--- src/core/pll_clk_pkg.sv ---
package pll_clk_pkg;

  localparam int unsigned APB_ADDR_W = 12;
  localparam int unsigned APB_DATA_W = 32;

  // register indices; the byte address on the bus is four times the index
  localparam logic [9:0] CTRL_INDEX   = 10'h03D;
  localparam logic [9:0] DIV_INDEX    = 10'h03E;
  localparam logic [9:0] STATUS_INDEX = 10'h020;

  localparam logic [7:0] CTRL_RESET = 8'h00;
  localparam logic [7:0] DIV_RESET  = 8'h08;
  localparam logic [7:0] DIV_MIN    = 8'h08;

  // status register bit positions
  localparam int unsigned STAT_PIN_LEVEL  = 0;
  localparam int unsigned STAT_PLL_LEVEL  = 1;
  localparam int unsigned STAT_PIN_DRIVEN = 2;

  // clock source select codes
  localparam logic [3:0] SEL_GPIO  = 4'h0;
  localparam logic [3:0] SEL_PLL   = 4'h1;
  localparam logic [3:0] SEL_LOW   = 4'h2;
  localparam logic [3:0] SEL_HIGH  = 4'h3;
  localparam logic [3:0] SEL_XTAL  = 4'h4;
  localparam logic [3:0] SEL_XTAL2 = 4'h5;
  localparam logic [3:0] SEL_XTAL4 = 4'h6;
  localparam logic [3:0] SEL_XTAL8 = 4'h7;
  // codes 8h..Bh share this upper pair; the low pair picks the timer
  localparam logic [1:0] SEL_TMR_GROUP = 2'h2;

  localparam logic [4:0] FB_MUL_23 = 5'h17;
  localparam logic [4:0] FB_MUL_27 = 5'h1B;
  localparam logic [4:0] FB_MUL_28 = 5'h1C;

  typedef enum logic [1:0] {
    BUS_IDLE   = 2'b01,
    BUS_ACCESS = 2'b10
  } bus_state_t;

  typedef struct packed {
    logic [3:0] auxClockSourceSelect;
    logic       auxClockPinEnable;
    logic       pllPowerDown;
    logic [1:0] pllFeedbackFactor;
  } pll_ctrl_t;

  typedef struct packed {
    logic                  psel;
    logic                  penable;
    logic                  pwrite;
    logic [APB_ADDR_W-1:0] paddr;
    logic [APB_DATA_W-1:0] pwdata;
  } apb_req_t;

  typedef struct packed {
    logic [APB_DATA_W-1:0] prdata;
    logic                  pready;
    logic                  pslverr;
  } apb_rsp_t;

  function automatic logic [4:0] fb_multiplier(input logic [1:0] code);
    case (code)
      2'b01:   return FB_MUL_27;
      2'b10:   return FB_MUL_28;
      default: return FB_MUL_23;
    endcase
  endfunction

endpackage

--- src/core/xtal_divider.sv ---
`timescale 1ns/10ps
// toggle enables for the divided crystal outputs: pulsing every 2, 4 and 8
// cycles gives pin rates of 1/2, 1/4 and 1/8 of the undivided toggle rate
module xtal_divider (
  input  wire logic       clk_sys,
  input  wire logic       rst_n,
  output logic [2:0]      toggleEn
);

  typedef struct packed {
    logic [2:0] phase;
  } div_state_t;

  div_state_t s;
  div_state_t next_s;

  always_comb begin
    next_s       = s;
    next_s.phase = s.phase + 3'h1;
  end

  always_ff @(posedge clk_sys or negedge rst_n) begin
    if (!rst_n) begin
      s <= '{phase: 3'h0};
    end else begin
      s <= next_s;
    end
  end

  assign toggleEn[0] = s.phase[0];
  assign toggleEn[1] = &s.phase[1:0];
  assign toggleEn[2] = &s.phase;

endmodule

--- src/core/pll_output_model.sv ---
`timescale 1ns/10ps
// digital stand-in for the analog PLL: a phase accumulator advances by the
// feedback factor each crystal cycle and toggles the output whenever it
// passes the output divider, so f_out = f_xtal * fb / 2 / div
module pll_output_model (
  input  wire logic       clk_sys,
  input  wire logic       rst_n,
  input  wire logic       pllPowerDown,
  input  wire logic [1:0] pllFeedbackFactor,
  input  wire logic [7:0] pllOutputFactor,
  output logic            pllLevel
);

  typedef struct packed {
    logic [8:0] acc;
    logic       level;
  } pll_state_t;

  pll_state_t s;
  pll_state_t next_s;
  logic [8:0] divEff;
  logic [9:0] sum;
  logic [9:0] rest;

  always_comb begin
    next_s = s;
    // reserved factors below the minimum run as the minimum
    divEff = {1'b0, (pllOutputFactor < pll_clk_pkg::DIV_MIN) ? pll_clk_pkg::DIV_MIN
                                                            : pllOutputFactor};
    sum    = {1'b0, s.acc} + {5'h00, pll_clk_pkg::fb_multiplier(pllFeedbackFactor)};
    rest   = sum - {1'b0, divEff};
    if (pllPowerDown) begin
      next_s.acc   = 9'h000;
      next_s.level = 1'b0;
    end else if (sum >= {1'b0, divEff}) begin
      next_s.level = ~s.level;
      // one toggle per cycle at most: faster settings saturate here
      next_s.acc   = (rest >= {1'b0, divEff}) ? divEff - 9'h001 : rest[8:0];
    end else begin
      next_s.acc = sum[8:0];
    end
  end

  always_ff @(posedge clk_sys or negedge rst_n) begin
    if (!rst_n) begin
      s <= '{acc: 9'h000, level: 1'b0};
    end else begin
      s <= next_s;
    end
  end

  assign pllLevel = s.level;

endmodule

--- src/core/pll_and_clock_output_control.sv ---
// The implementer's own choice: the APB interface to the registers.
`timescale 1ns/10ps
// Function
// - code 0h releases pin for general I/O
// - code 1h drives PLL output onto pin
// - code 2h holds pin low, 3h high
// - code 4h passes undivided crystal clock
// - codes 5h-7h give crystal divided 2/4/8
// - codes 8h-Bh toggle pin on timer overflow
// - pin driven only while enable bit set
// - feedback code maps to 23, 27, 28
// - output factor is eight-bit read/write register
// - divide by programmed value 8 to 255
// - multiply, halve, then divide by output factor
module pll_and_clock_output_control (
  input  wire logic                 clk_sys,
  input  wire logic                 rst_n,
  input  wire pll_clk_pkg::apb_req_t apbReq,
  output pll_clk_pkg::apb_rsp_t     apbRsp,
  input  wire logic [3:0]           timerOverflow,
  input  wire logic                 auxClockPinIn,
  output logic                      auxClockPinOut,
  output logic                      auxClockPinOe
);

  ////////////////////////////////////////////////////////////////////////////

  typedef struct packed {
    pll_clk_pkg::bus_state_t bus;
    pll_clk_pkg::pll_ctrl_t  ctrl;
    logic [7:0]              pllOutputFactor;
    pll_clk_pkg::apb_rsp_t   rsp;
    logic                    pinOut;
    logic                    pinOe;
    logic [2:0]              pinSync;
    logic                    pinLevel;
  } core_state_t;

  localparam core_state_t STATE_RESET = '{
    bus:             pll_clk_pkg::BUS_IDLE,
    ctrl:            pll_clk_pkg::pll_ctrl_t'(pll_clk_pkg::CTRL_RESET),
    pllOutputFactor: pll_clk_pkg::DIV_RESET,
    rsp:             '0,
    pinOut:          1'b0,
    pinOe:           1'b0,
    pinSync:         3'h0,
    pinLevel:        1'b0
  };

  core_state_t s;
  core_state_t next_s;
  logic [2:0]  toggleEn;
  logic        pllLevel;
  logic [2:0]  regHit;
  logic [31:0] rdData;
  logic        accessDone;

  // one-hot {status, divider, control}; zero for an unmapped address
  function automatic logic [2:0] reg_select(input logic [11:0] addr);
    logic [2:0] hit;
    hit    = 3'h0;
    hit[0] = (addr == {pll_clk_pkg::CTRL_INDEX, 2'b00});
    hit[1] = (addr == {pll_clk_pkg::DIV_INDEX, 2'b00});
    hit[2] = (addr == {pll_clk_pkg::STATUS_INDEX, 2'b00});
    return hit;
  endfunction

  ////////////////////////////////////////////////////////////////////////////

  xtal_divider u_xtal_divider (
    .clk_sys  (clk_sys),
    .rst_n    (rst_n),
    .toggleEn (toggleEn)
  );

  pll_output_model u_pll_output_model (
    .clk_sys           (clk_sys),
    .rst_n             (rst_n),
    .pllPowerDown      (s.ctrl.pllPowerDown),
    .pllFeedbackFactor (s.ctrl.pllFeedbackFactor),
    .pllOutputFactor   (s.pllOutputFactor),
    .pllLevel          (pllLevel)
  );

  ////////////////////////////////////////////////////////////////////////////

  always_comb begin
    next_s     = s;
    regHit     = reg_select(apbReq.paddr);
    rdData     = 32'h0000_0000;
    accessDone = (s.bus == pll_clk_pkg::BUS_ACCESS) && apbReq.psel && apbReq.penable
                 && s.rsp.pready;

    if (regHit[0]) begin
      rdData[7:0] = s.ctrl;
    end
    if (regHit[1]) begin
      rdData[7:0] = s.pllOutputFactor;
    end
    if (regHit[2]) begin
      rdData[pll_clk_pkg::STAT_PIN_LEVEL]  = s.pinLevel;
      rdData[pll_clk_pkg::STAT_PLL_LEVEL]  = pllLevel;
      rdData[pll_clk_pkg::STAT_PIN_DRIVEN] = s.pinOe;
    end

    // apb slave: read data and error are set up during the setup cycle so
    // the access phase always completes in one cycle
    case (s.bus)
      pll_clk_pkg::BUS_IDLE: begin
        if (apbReq.psel && !apbReq.penable) begin
          next_s.bus         = pll_clk_pkg::BUS_ACCESS;
          next_s.rsp.pready  = 1'b1;
          next_s.rsp.pslverr = (regHit == 3'h0);
          next_s.rsp.prdata  = apbReq.pwrite ? 32'h0000_0000 : rdData;
        end
      end
      pll_clk_pkg::BUS_ACCESS: begin
        next_s.bus         = pll_clk_pkg::BUS_IDLE;
        next_s.rsp         = '0;
        if (accessDone && apbReq.pwrite) begin
          if (regHit[0]) begin
            next_s.ctrl = pll_clk_pkg::pll_ctrl_t'(apbReq.pwdata[7:0]);
          end
          if (regHit[1]) begin
            next_s.pllOutputFactor = apbReq.pwdata[7:0];
          end
        end
      end
      default: begin
        next_s.bus = pll_clk_pkg::BUS_IDLE;
        next_s.rsp = '0;
      end
    endcase

    // pin level seen from outside: three stages, accepted once two agree
    next_s.pinSync = {s.pinSync[1:0], auxClockPinIn};
    if (s.pinSync[1] == s.pinSync[2]) begin
      next_s.pinLevel = s.pinSync[2];
    end

    // output enable: code 0h hands the pin back to general I/O
    next_s.pinOe = s.ctrl.auxClockPinEnable
                   && (s.ctrl.auxClockSourceSelect != pll_clk_pkg::SEL_GPIO);

    case (s.ctrl.auxClockSourceSelect)
      pll_clk_pkg::SEL_GPIO: begin
        next_s.pinOut = 1'b0;
      end
      pll_clk_pkg::SEL_PLL: begin
        next_s.pinOut = pllLevel;
      end
      pll_clk_pkg::SEL_LOW: begin
        next_s.pinOut = 1'b0;
      end
      pll_clk_pkg::SEL_HIGH: begin
        next_s.pinOut = 1'b1;
      end
      pll_clk_pkg::SEL_XTAL: begin
        // a flop-driven pin can at best toggle every crystal cycle
        next_s.pinOut = ~s.pinOut;
      end
      pll_clk_pkg::SEL_XTAL2: begin
        next_s.pinOut = s.pinOut ^ toggleEn[0];
      end
      pll_clk_pkg::SEL_XTAL4: begin
        next_s.pinOut = s.pinOut ^ toggleEn[1];
      end
      pll_clk_pkg::SEL_XTAL8: begin
        next_s.pinOut = s.pinOut ^ toggleEn[2];
      end
      default: begin
        if (s.ctrl.auxClockSourceSelect[3:2] == pll_clk_pkg::SEL_TMR_GROUP) begin
          next_s.pinOut = s.pinOut ^ timerOverflow[s.ctrl.auxClockSourceSelect[1:0]];
        end else begin
          // reserved codes behave like constant low
          next_s.pinOut = 1'b0;
        end
      end
    endcase
  end

  always_ff @(posedge clk_sys or negedge rst_n) begin
    if (!rst_n) begin
      s <= STATE_RESET;
    end else begin
      s <= next_s;
    end
  end

  assign apbRsp         = s.rsp;
  assign auxClockPinOut = s.pinOut;
  assign auxClockPinOe  = s.pinOe;
endmodule

--- config.mk ---
export PLATFORM = sky130hd
export DESIGN_NAME = pll_and_clock_output_control
export DESIGN_NICKNAME = d
export VERILOG_FILES = /design/src/core/pll_clk_pkg.sv /design/src/core/xtal_divider.sv /design/src/core/pll_output_model.sv /design/src/core/pll_and_clock_output_control.sv
export SDC_FILE = /design/constraint.sdc
export NUM_CORES = 1
export LEC_CHECK = 0
export CAP_MARGIN = 20
export CORE_ASPECT_RATIO = 0.75
export CORE_MARGIN = 2
export CORE_UTILIZATION = 60
export CTS_CLUSTER_SIZE = 12
export DETAILED_ROUTE_END_ITERATION = 16
export DONT_BUFFER_PORTS = 1
export PLACE_DENSITY = 0.74
export SYNTH_ARGS = -nofsm -noshare
export SYNTH_HDL_FRONTEND = slang
export SYNTH_HIERARCHICAL = 1
export SYNTH_SLANG_ARGS = --single-unit
export TNS_END_PERCENT = 30
--- constraint.sdc ---
create_clock -name clk_sys -period 5.7 [get_ports clk_sys]
set_input_delay 0.855 -clock clk_sys [delete_from_list [all_inputs] [get_ports clk_sys]]
set_output_delay 0.855 -clock clk_sys [all_outputs]
set_load 0.005 [all_outputs]
== Yosys cells after proc, flatten, opt, wreduce, memory -nomap -nowiden ==
Index checks and enable logic that the tools add are counted.

* Bits in registers: 71
* Output and inout bits: 36
* Word-level logic and storage cells: 81
* Bits of input ports: 54

* Magnitude comparators: 4
* Multiplexer cells: 18
* Bitwise gates (word level): 6
* Equal/unequal tests: 17
* Reductions and logical operators: 16
* Add/subtract/negate cells: 4

{| class="wikitable"
|+ Operators by type and width
! cell !! number
|-
| $mux 34 || 2
|-
| $eq 12x8->1 const B || 3
|-
| $mux 8 || 4
|-
| $ge 10x8->1 || 2
|-
| $mux 9 || 2
|-
| $eq 4x3->1 const B || 4
|-
| $add 9x5->10 || 1
|-
| $mux 10 || 1
|-
| $sub 10x8->10 || 1
|-
| $reduce_and 3->1 || 3
|-
| $sub 8x1->9 const B || 1
|-
| $eq 4x2->1 const B || 2
|-
| $lt 8x4->1 const B || 1
|-
| $pmux 4 s2 || 1
|-
| $pmux 1 s7 || 1
|-
| $eq 2x2->1 const B || 3
|-
| $logic_and 1x1->1 || 6
|-
| $eq 2x1->1 const B || 2
|-
| $eq 4x1->1 const B || 1
|-
| $logic_not 4->1 || 1
|-
| $mux 2 || 2
|-
| $reduce_bool 4->1 || 1
|-
| $xor 1x1->1 || 4
|-
| $add 3x1->3 const B || 1
|-
| other kinds (12) || 15
|}

== Longest topological paths before layout ==
* Depth in word-level cells: 8
* Mapped depth: 23
* Gate-level depth less buffers: 23

== Cells and area by module ==
The synthesis kept the hierarchy.

{| class="wikitable"
|+ By module, submodules not included
! module !! area an instance (um^2) !! sequential area each (um^2) !! instances !! cells each
|-
| pll_and_clock_output_control || 1833.0 || 828.3 || 1 || 161
|-
| pll_output_model || 1488.9 || 250.2 || 1 || 179
|-
| xtal_divider || 111.4 || 75.1 || 1 || 7
|}

== Worst setup path after synthesis ==
No wires, ideal clock.

* Path type: reg-to-reg
* Start: reg s[48] (netlist bit)
* End: reg u_pll_output_model/s[1] (netlist bit)
* Stages on the path, launching flop included: 23
* Period minus slack after synthesis: 4.553 ns
* Setup time: 0.126 ns
* Arrival time: 4.426 ns
* Required time: 5.574 ns
* Path buffers: 0
* Setup slack: 1.147 ns
* Path through: dfrtp_1 -> inv_1 -> ha_1 -> inv_1 -> ha_1 -> inv_1 -> fa_1 -> nand3b_1 -> a21boi_0 -> xor2_1 -> ha_1 -> a21oi_1 -> o21ai_0 -> a21oi_1 -> xnor2_1 -> ha_1 -> o211ai_1 -> nor2_1 -> a211oi_1 -> nand4_1 -> o22ai_2 -> nor4_1 -> a311o_1

{| class="wikitable"
|+ RTL lines
! element !! line !! source
|-
| from (decl) || pll_and_clock_output_control.sv:50 || <nowiki>core_state_t s;</nowiki>
|-
| from (signal assigned) || pll_and_clock_output_control.sv:186 || <nowiki>s <= next_s;</nowiki>
|-
| to (signal assigned) || pll_output_model.sv:46 || <nowiki>s <= '{acc: 9'h000, level: 1'b0};</nowiki>
|-
| to (signal assigned) || pll_output_model.sv:48 || <nowiki>s <= next_s;</nowiki>
|-
| to (decl) || pll_output_model.sv:19 || <nowiki>pll_state_t s;</nowiki>
|}

==> results.sh <==
export IMPL_run_status="complete, no violations"
export IMPL_drv_slew=0
export IMPL_synthCells=347
export IMPL_first_global_vias=2248
export IMPL_synth_area_um2=3430
export IMPL_async_flop_share=1.00
export IMPL_startpoint_type="flip-flop"
export IMPL_cts_tree="done"
export IMPL_wl_per_cell_um=16.3
export IMPL_antenna_found_initial=0
export IMPL_fin_setup_tns_ns=0
export IMPL_cts_sinks=46
export IMPL_wirelength_mm=6.73
export IMPL_start_util=0.631
export IMPL_ys_warn_count=6
export IMPL_cts_inserted_buffers=5
export IMPL_clock_skew_ns=0.0112
export IMPL_worst_pin_slew_ns=0.748
export IMPL_ff2ff_setup_slack_ns=0.58
export IMPL_post_route_period_util=0.899
export IMPL_dp_slack_ns=0.365
export IMPL_firstDrtPassIters=4
export IMPL_fin_crit_ns=5.12
export IMPL_multi_input_area_um2=1980
export IMPL_grt_remaining_overflow=0
export IMPL_grt_pass1_wl_mm=11.2
export IMPL_slowest_stage="fa_1"
export IMPL_chipHeight_um=69.5
export IMPL_max_cap_viol_count=0
export IMPL_cts_root_buffer="clkbuf_8"
export IMPL_grtUsageTotal=0.219
export IMPL_synthDistinctLibCells=65
export IMPL_path_common_cell="ha_1"
export IMPL_p_per_area_nw_per_um2=439
export IMPL_worst_slack_ns=0.575
export IMPL_remaining_drc_errors=0
export IMPL_ios=90
export IMPL_fill_cells=442
export IMPL_p_leak_nw=1.52
export IMPL_hold_viol_final=0
export IMPL_path_delay_family="compound AO/OA/AOI/OAI gates"
export IMPL_die_w_um=91.3
export IMPL_synth_adder_area_share=0.106
export IMPL_cts_hold_buf=0
export IMPL_synth_flop_cell="dfrtp_1"
export IMPL_final_nets=418
export IMPL_clkTransAtPathRegs_ns=0.09
export IMPL_place_hpwl_mm=5.31
export IMPL_cts_path_max_buffers=2
export IMPL_core_area_um2=5440
export IMPL_first_iter_violations=171
export IMPL_syn2layout_area_growth_pct=-0.255
export IMPL_via_per_inst=5.88
export IMPL_insertion_delay_ns=0.30
export IMPL_die_area_um2=6350
export IMPL_fin_total_pwr_mw=1.50
export IMPL_cp_cell_sequence="inv_1, ha_1, inv_1, ha_1, inv_1, fa_1, nand3b_1, a21boi_0, xor2_1, ha_1, a21oi_1, o21ai_0, a21oi_1, xnor2_1, ha_1, o211ai_1, nor2_1, a211oi_2, nand4_1, buf_4, o22ai_4, nor4_1, a311o_1"
export IMPL_ctsHtreeMaxLevel=2
export IMPL_setup_violations=0
export IMPL_crit_arrival_ns=5.30
export IMPL_synth_xor_area_frac=0.0587
export IMPL_synthSimpleGateAreaFrac=0.161
export IMPL_grt_max_degree=47
export IMPL_worst_path_largest_cell_delay_ns=0.42
export IMPL_place_gp_congestion=0.833
export IMPL_path_buf_inv=4
export IMPL_cp_end_kind="flip-flop"
export IMPL_hold_class="primary input to asynchronous set/reset pin"
export IMPL_synth_compound_area_frac=0.150
export IMPL_mostFrequentLayoutCells="dfrtp_1 (44), inv_1 (25), conb_1 (25), ha_1 (25), nand2_1 (23)"
export IMPL_synth_edff_count=0
export IMPL_final_common_cell="dfrtp_1"
export IMPL_maxSlewHeadroom=0.500
export IMPL_rsz0062_at_grt="false"
export IMPL_ys_seq_elements=46
export IMPL_vias=2430
export IMPL_synthMuxAreaShare=0.0700
export IMPL_seqCellArea_um2=1150
export IMPL_critPathKind="flip-flop to flip-flop"
export IMPL_drive_above_1_share=0.118
export IMPL_ys_seq_area_frac=0.336
export IMPL_synth_top_family_by_area="simple AND/OR/NAND/NOR gates"
export IMPL_portBuffers=0
export IMPL_ir_drop_mv=0.296
export IMPL_num_rows=23
export IMPL_cp_max_fo=8
export IMPL_crit_required_ns=5.88
export IMPL_ant_nets=0
export IMPL_avgSynthCellArea_um2=9.89
export IMPL_fmax_mhz=195
export IMPL_antennaDiodeCount=0
-- cell usage after synthesis, types with 4 or more instances --
cell type  number  area share
a21boi_0        4      0.0087
a21oi_1        13       0.019
a22oi_1         5       0.011
and3_1          4      0.0073
buf_4          37       0.081
dfrtp_1        44        0.32
ha_1           25       0.091
inv_1          25       0.027
mux2_2          8       0.026
mux2_4          8       0.035
nand2_1        23       0.025
nand3_1         6      0.0087
nand4_1         6       0.011
nor2_1         17       0.019
nor2b_1         4      0.0073
nor4_1          5      0.0091
o211ai_1        7       0.015
o21ai_0         9       0.013
o221ai_1        4       0.010
xnor2_1        15       0.038
xor2_1          8       0.020
-- power breakdown --
part | switching, mW | internal [mW]
sequential | 0.0173 | 0.358
combinational | 0.535 | 0.390
clock | 0.104 | 0.0979
total | 0.656 | 0.846
-- through the flow --
stage	area [um2]	cells	hold WS, ns	utilization
final	3420	413	0.242	0.630
after global routing	3420	413	0.223	0.630
after CTS	3400	411	0.237	0.625
after detailed placement	3310	403	0.339	0.608
after global placement	3310	403	0.333	0.608
after floorplan	3520	370	0.331	-
-- flip-flops by register name, indices dropped and copies added, names as in the netlist --
| name | flops |
|---|---|
| apbRsp | 9 |
| auxClockPinOe | 1 |
| auxClockPinOut | 1 |
| next_s | 2 |
| s | 20 |
| u_pll_output_model/pllLevel | 1 |
| u_pll_output_model/s | 9 |
| u_xtal_divider/s | 3 |
-- repair_timing --
item                                    in CTS  in global routing
setup buffers                                0                  2
endpoints found under the setup margin       0                  8
resized for setup                            0                  2
-- layout make-up --
type,count,share of cell area
tap,75,0.0274
inverter,25,0.0274
multi-input combinational,257,0.577
clock buffer,7,0.0252
sequential,46,0.337
clock inverter,1,0.00146
timing repair buffer,2,0.00438
-- final timing paths --
path                                          start                           endpoint  cells after the start
min in group clk_sys            next_s[2]$_DFF_PN0_                next_s[3]$_DFF_PN0_                      0
worst max register to register    s[48]$_DFFE_PN0P_  u_pll_output_model/s[1]$_DFF_PN0_                     23
worst min register to register  next_s[2]$_DFF_PN0_                next_s[3]$_DFF_PN0_                      0
worst min-delay path                          rst_n              apbRsp[3]$_DFFE_PN0P_                      0
max in group asynchronous                     rst_n                  s[43]$_DFFE_PN1P_                      0
worst max-delay path              s[48]$_DFFE_PN0P_  u_pll_output_model/s[1]$_DFF_PN0_                     23
-- metal layers --
metal	global-route usage	routed length, um	vias to the layer above
li1	-	-	1161
met1	0.343	3270	1173
met2	0.309	2840	88
met3	0.0543	577	8
met4	0.0421	49	0
met5	0	0	-
-- worst register-to-register path, stage by stage, from the launching register on --
cell      delay (ns)
dfrtp_1         0.40
inv_1           0.06
ha_1            0.23
inv_1           0.09
ha_1            0.16
inv_1           0.05
fa_1            0.42
nand3b_1        0.27
a21boi_0        0.25
xor2_1          0.24
ha_1            0.34
a21oi_1         0.21
o21ai_0         0.11
a21oi_1         0.16
xnor2_1         0.17
ha_1            0.30
o211ai_1        0.15
nor2_1          0.09
a211oi_2        0.29
nand4_1         0.15
buf_4           0.19
o22ai_4         0.24
nor4_1          0.08
a311o_1         0.36
-- logic make-up after synthesis --
| group | Yosys count |
|---|---|
| flip-flops | 46 |
| XOR/XNOR | 23 |
| other | 2 |
| multiplexers | 19 |
| AO/OA/AOI/OAI | 72 |
| buffers and inverters | 67 |
| AND/OR/NAND/NOR | 90 |
| adder cells (fa/ha/maj) | 28 |
Note: power is estimated with default switching activity, not from simulation.
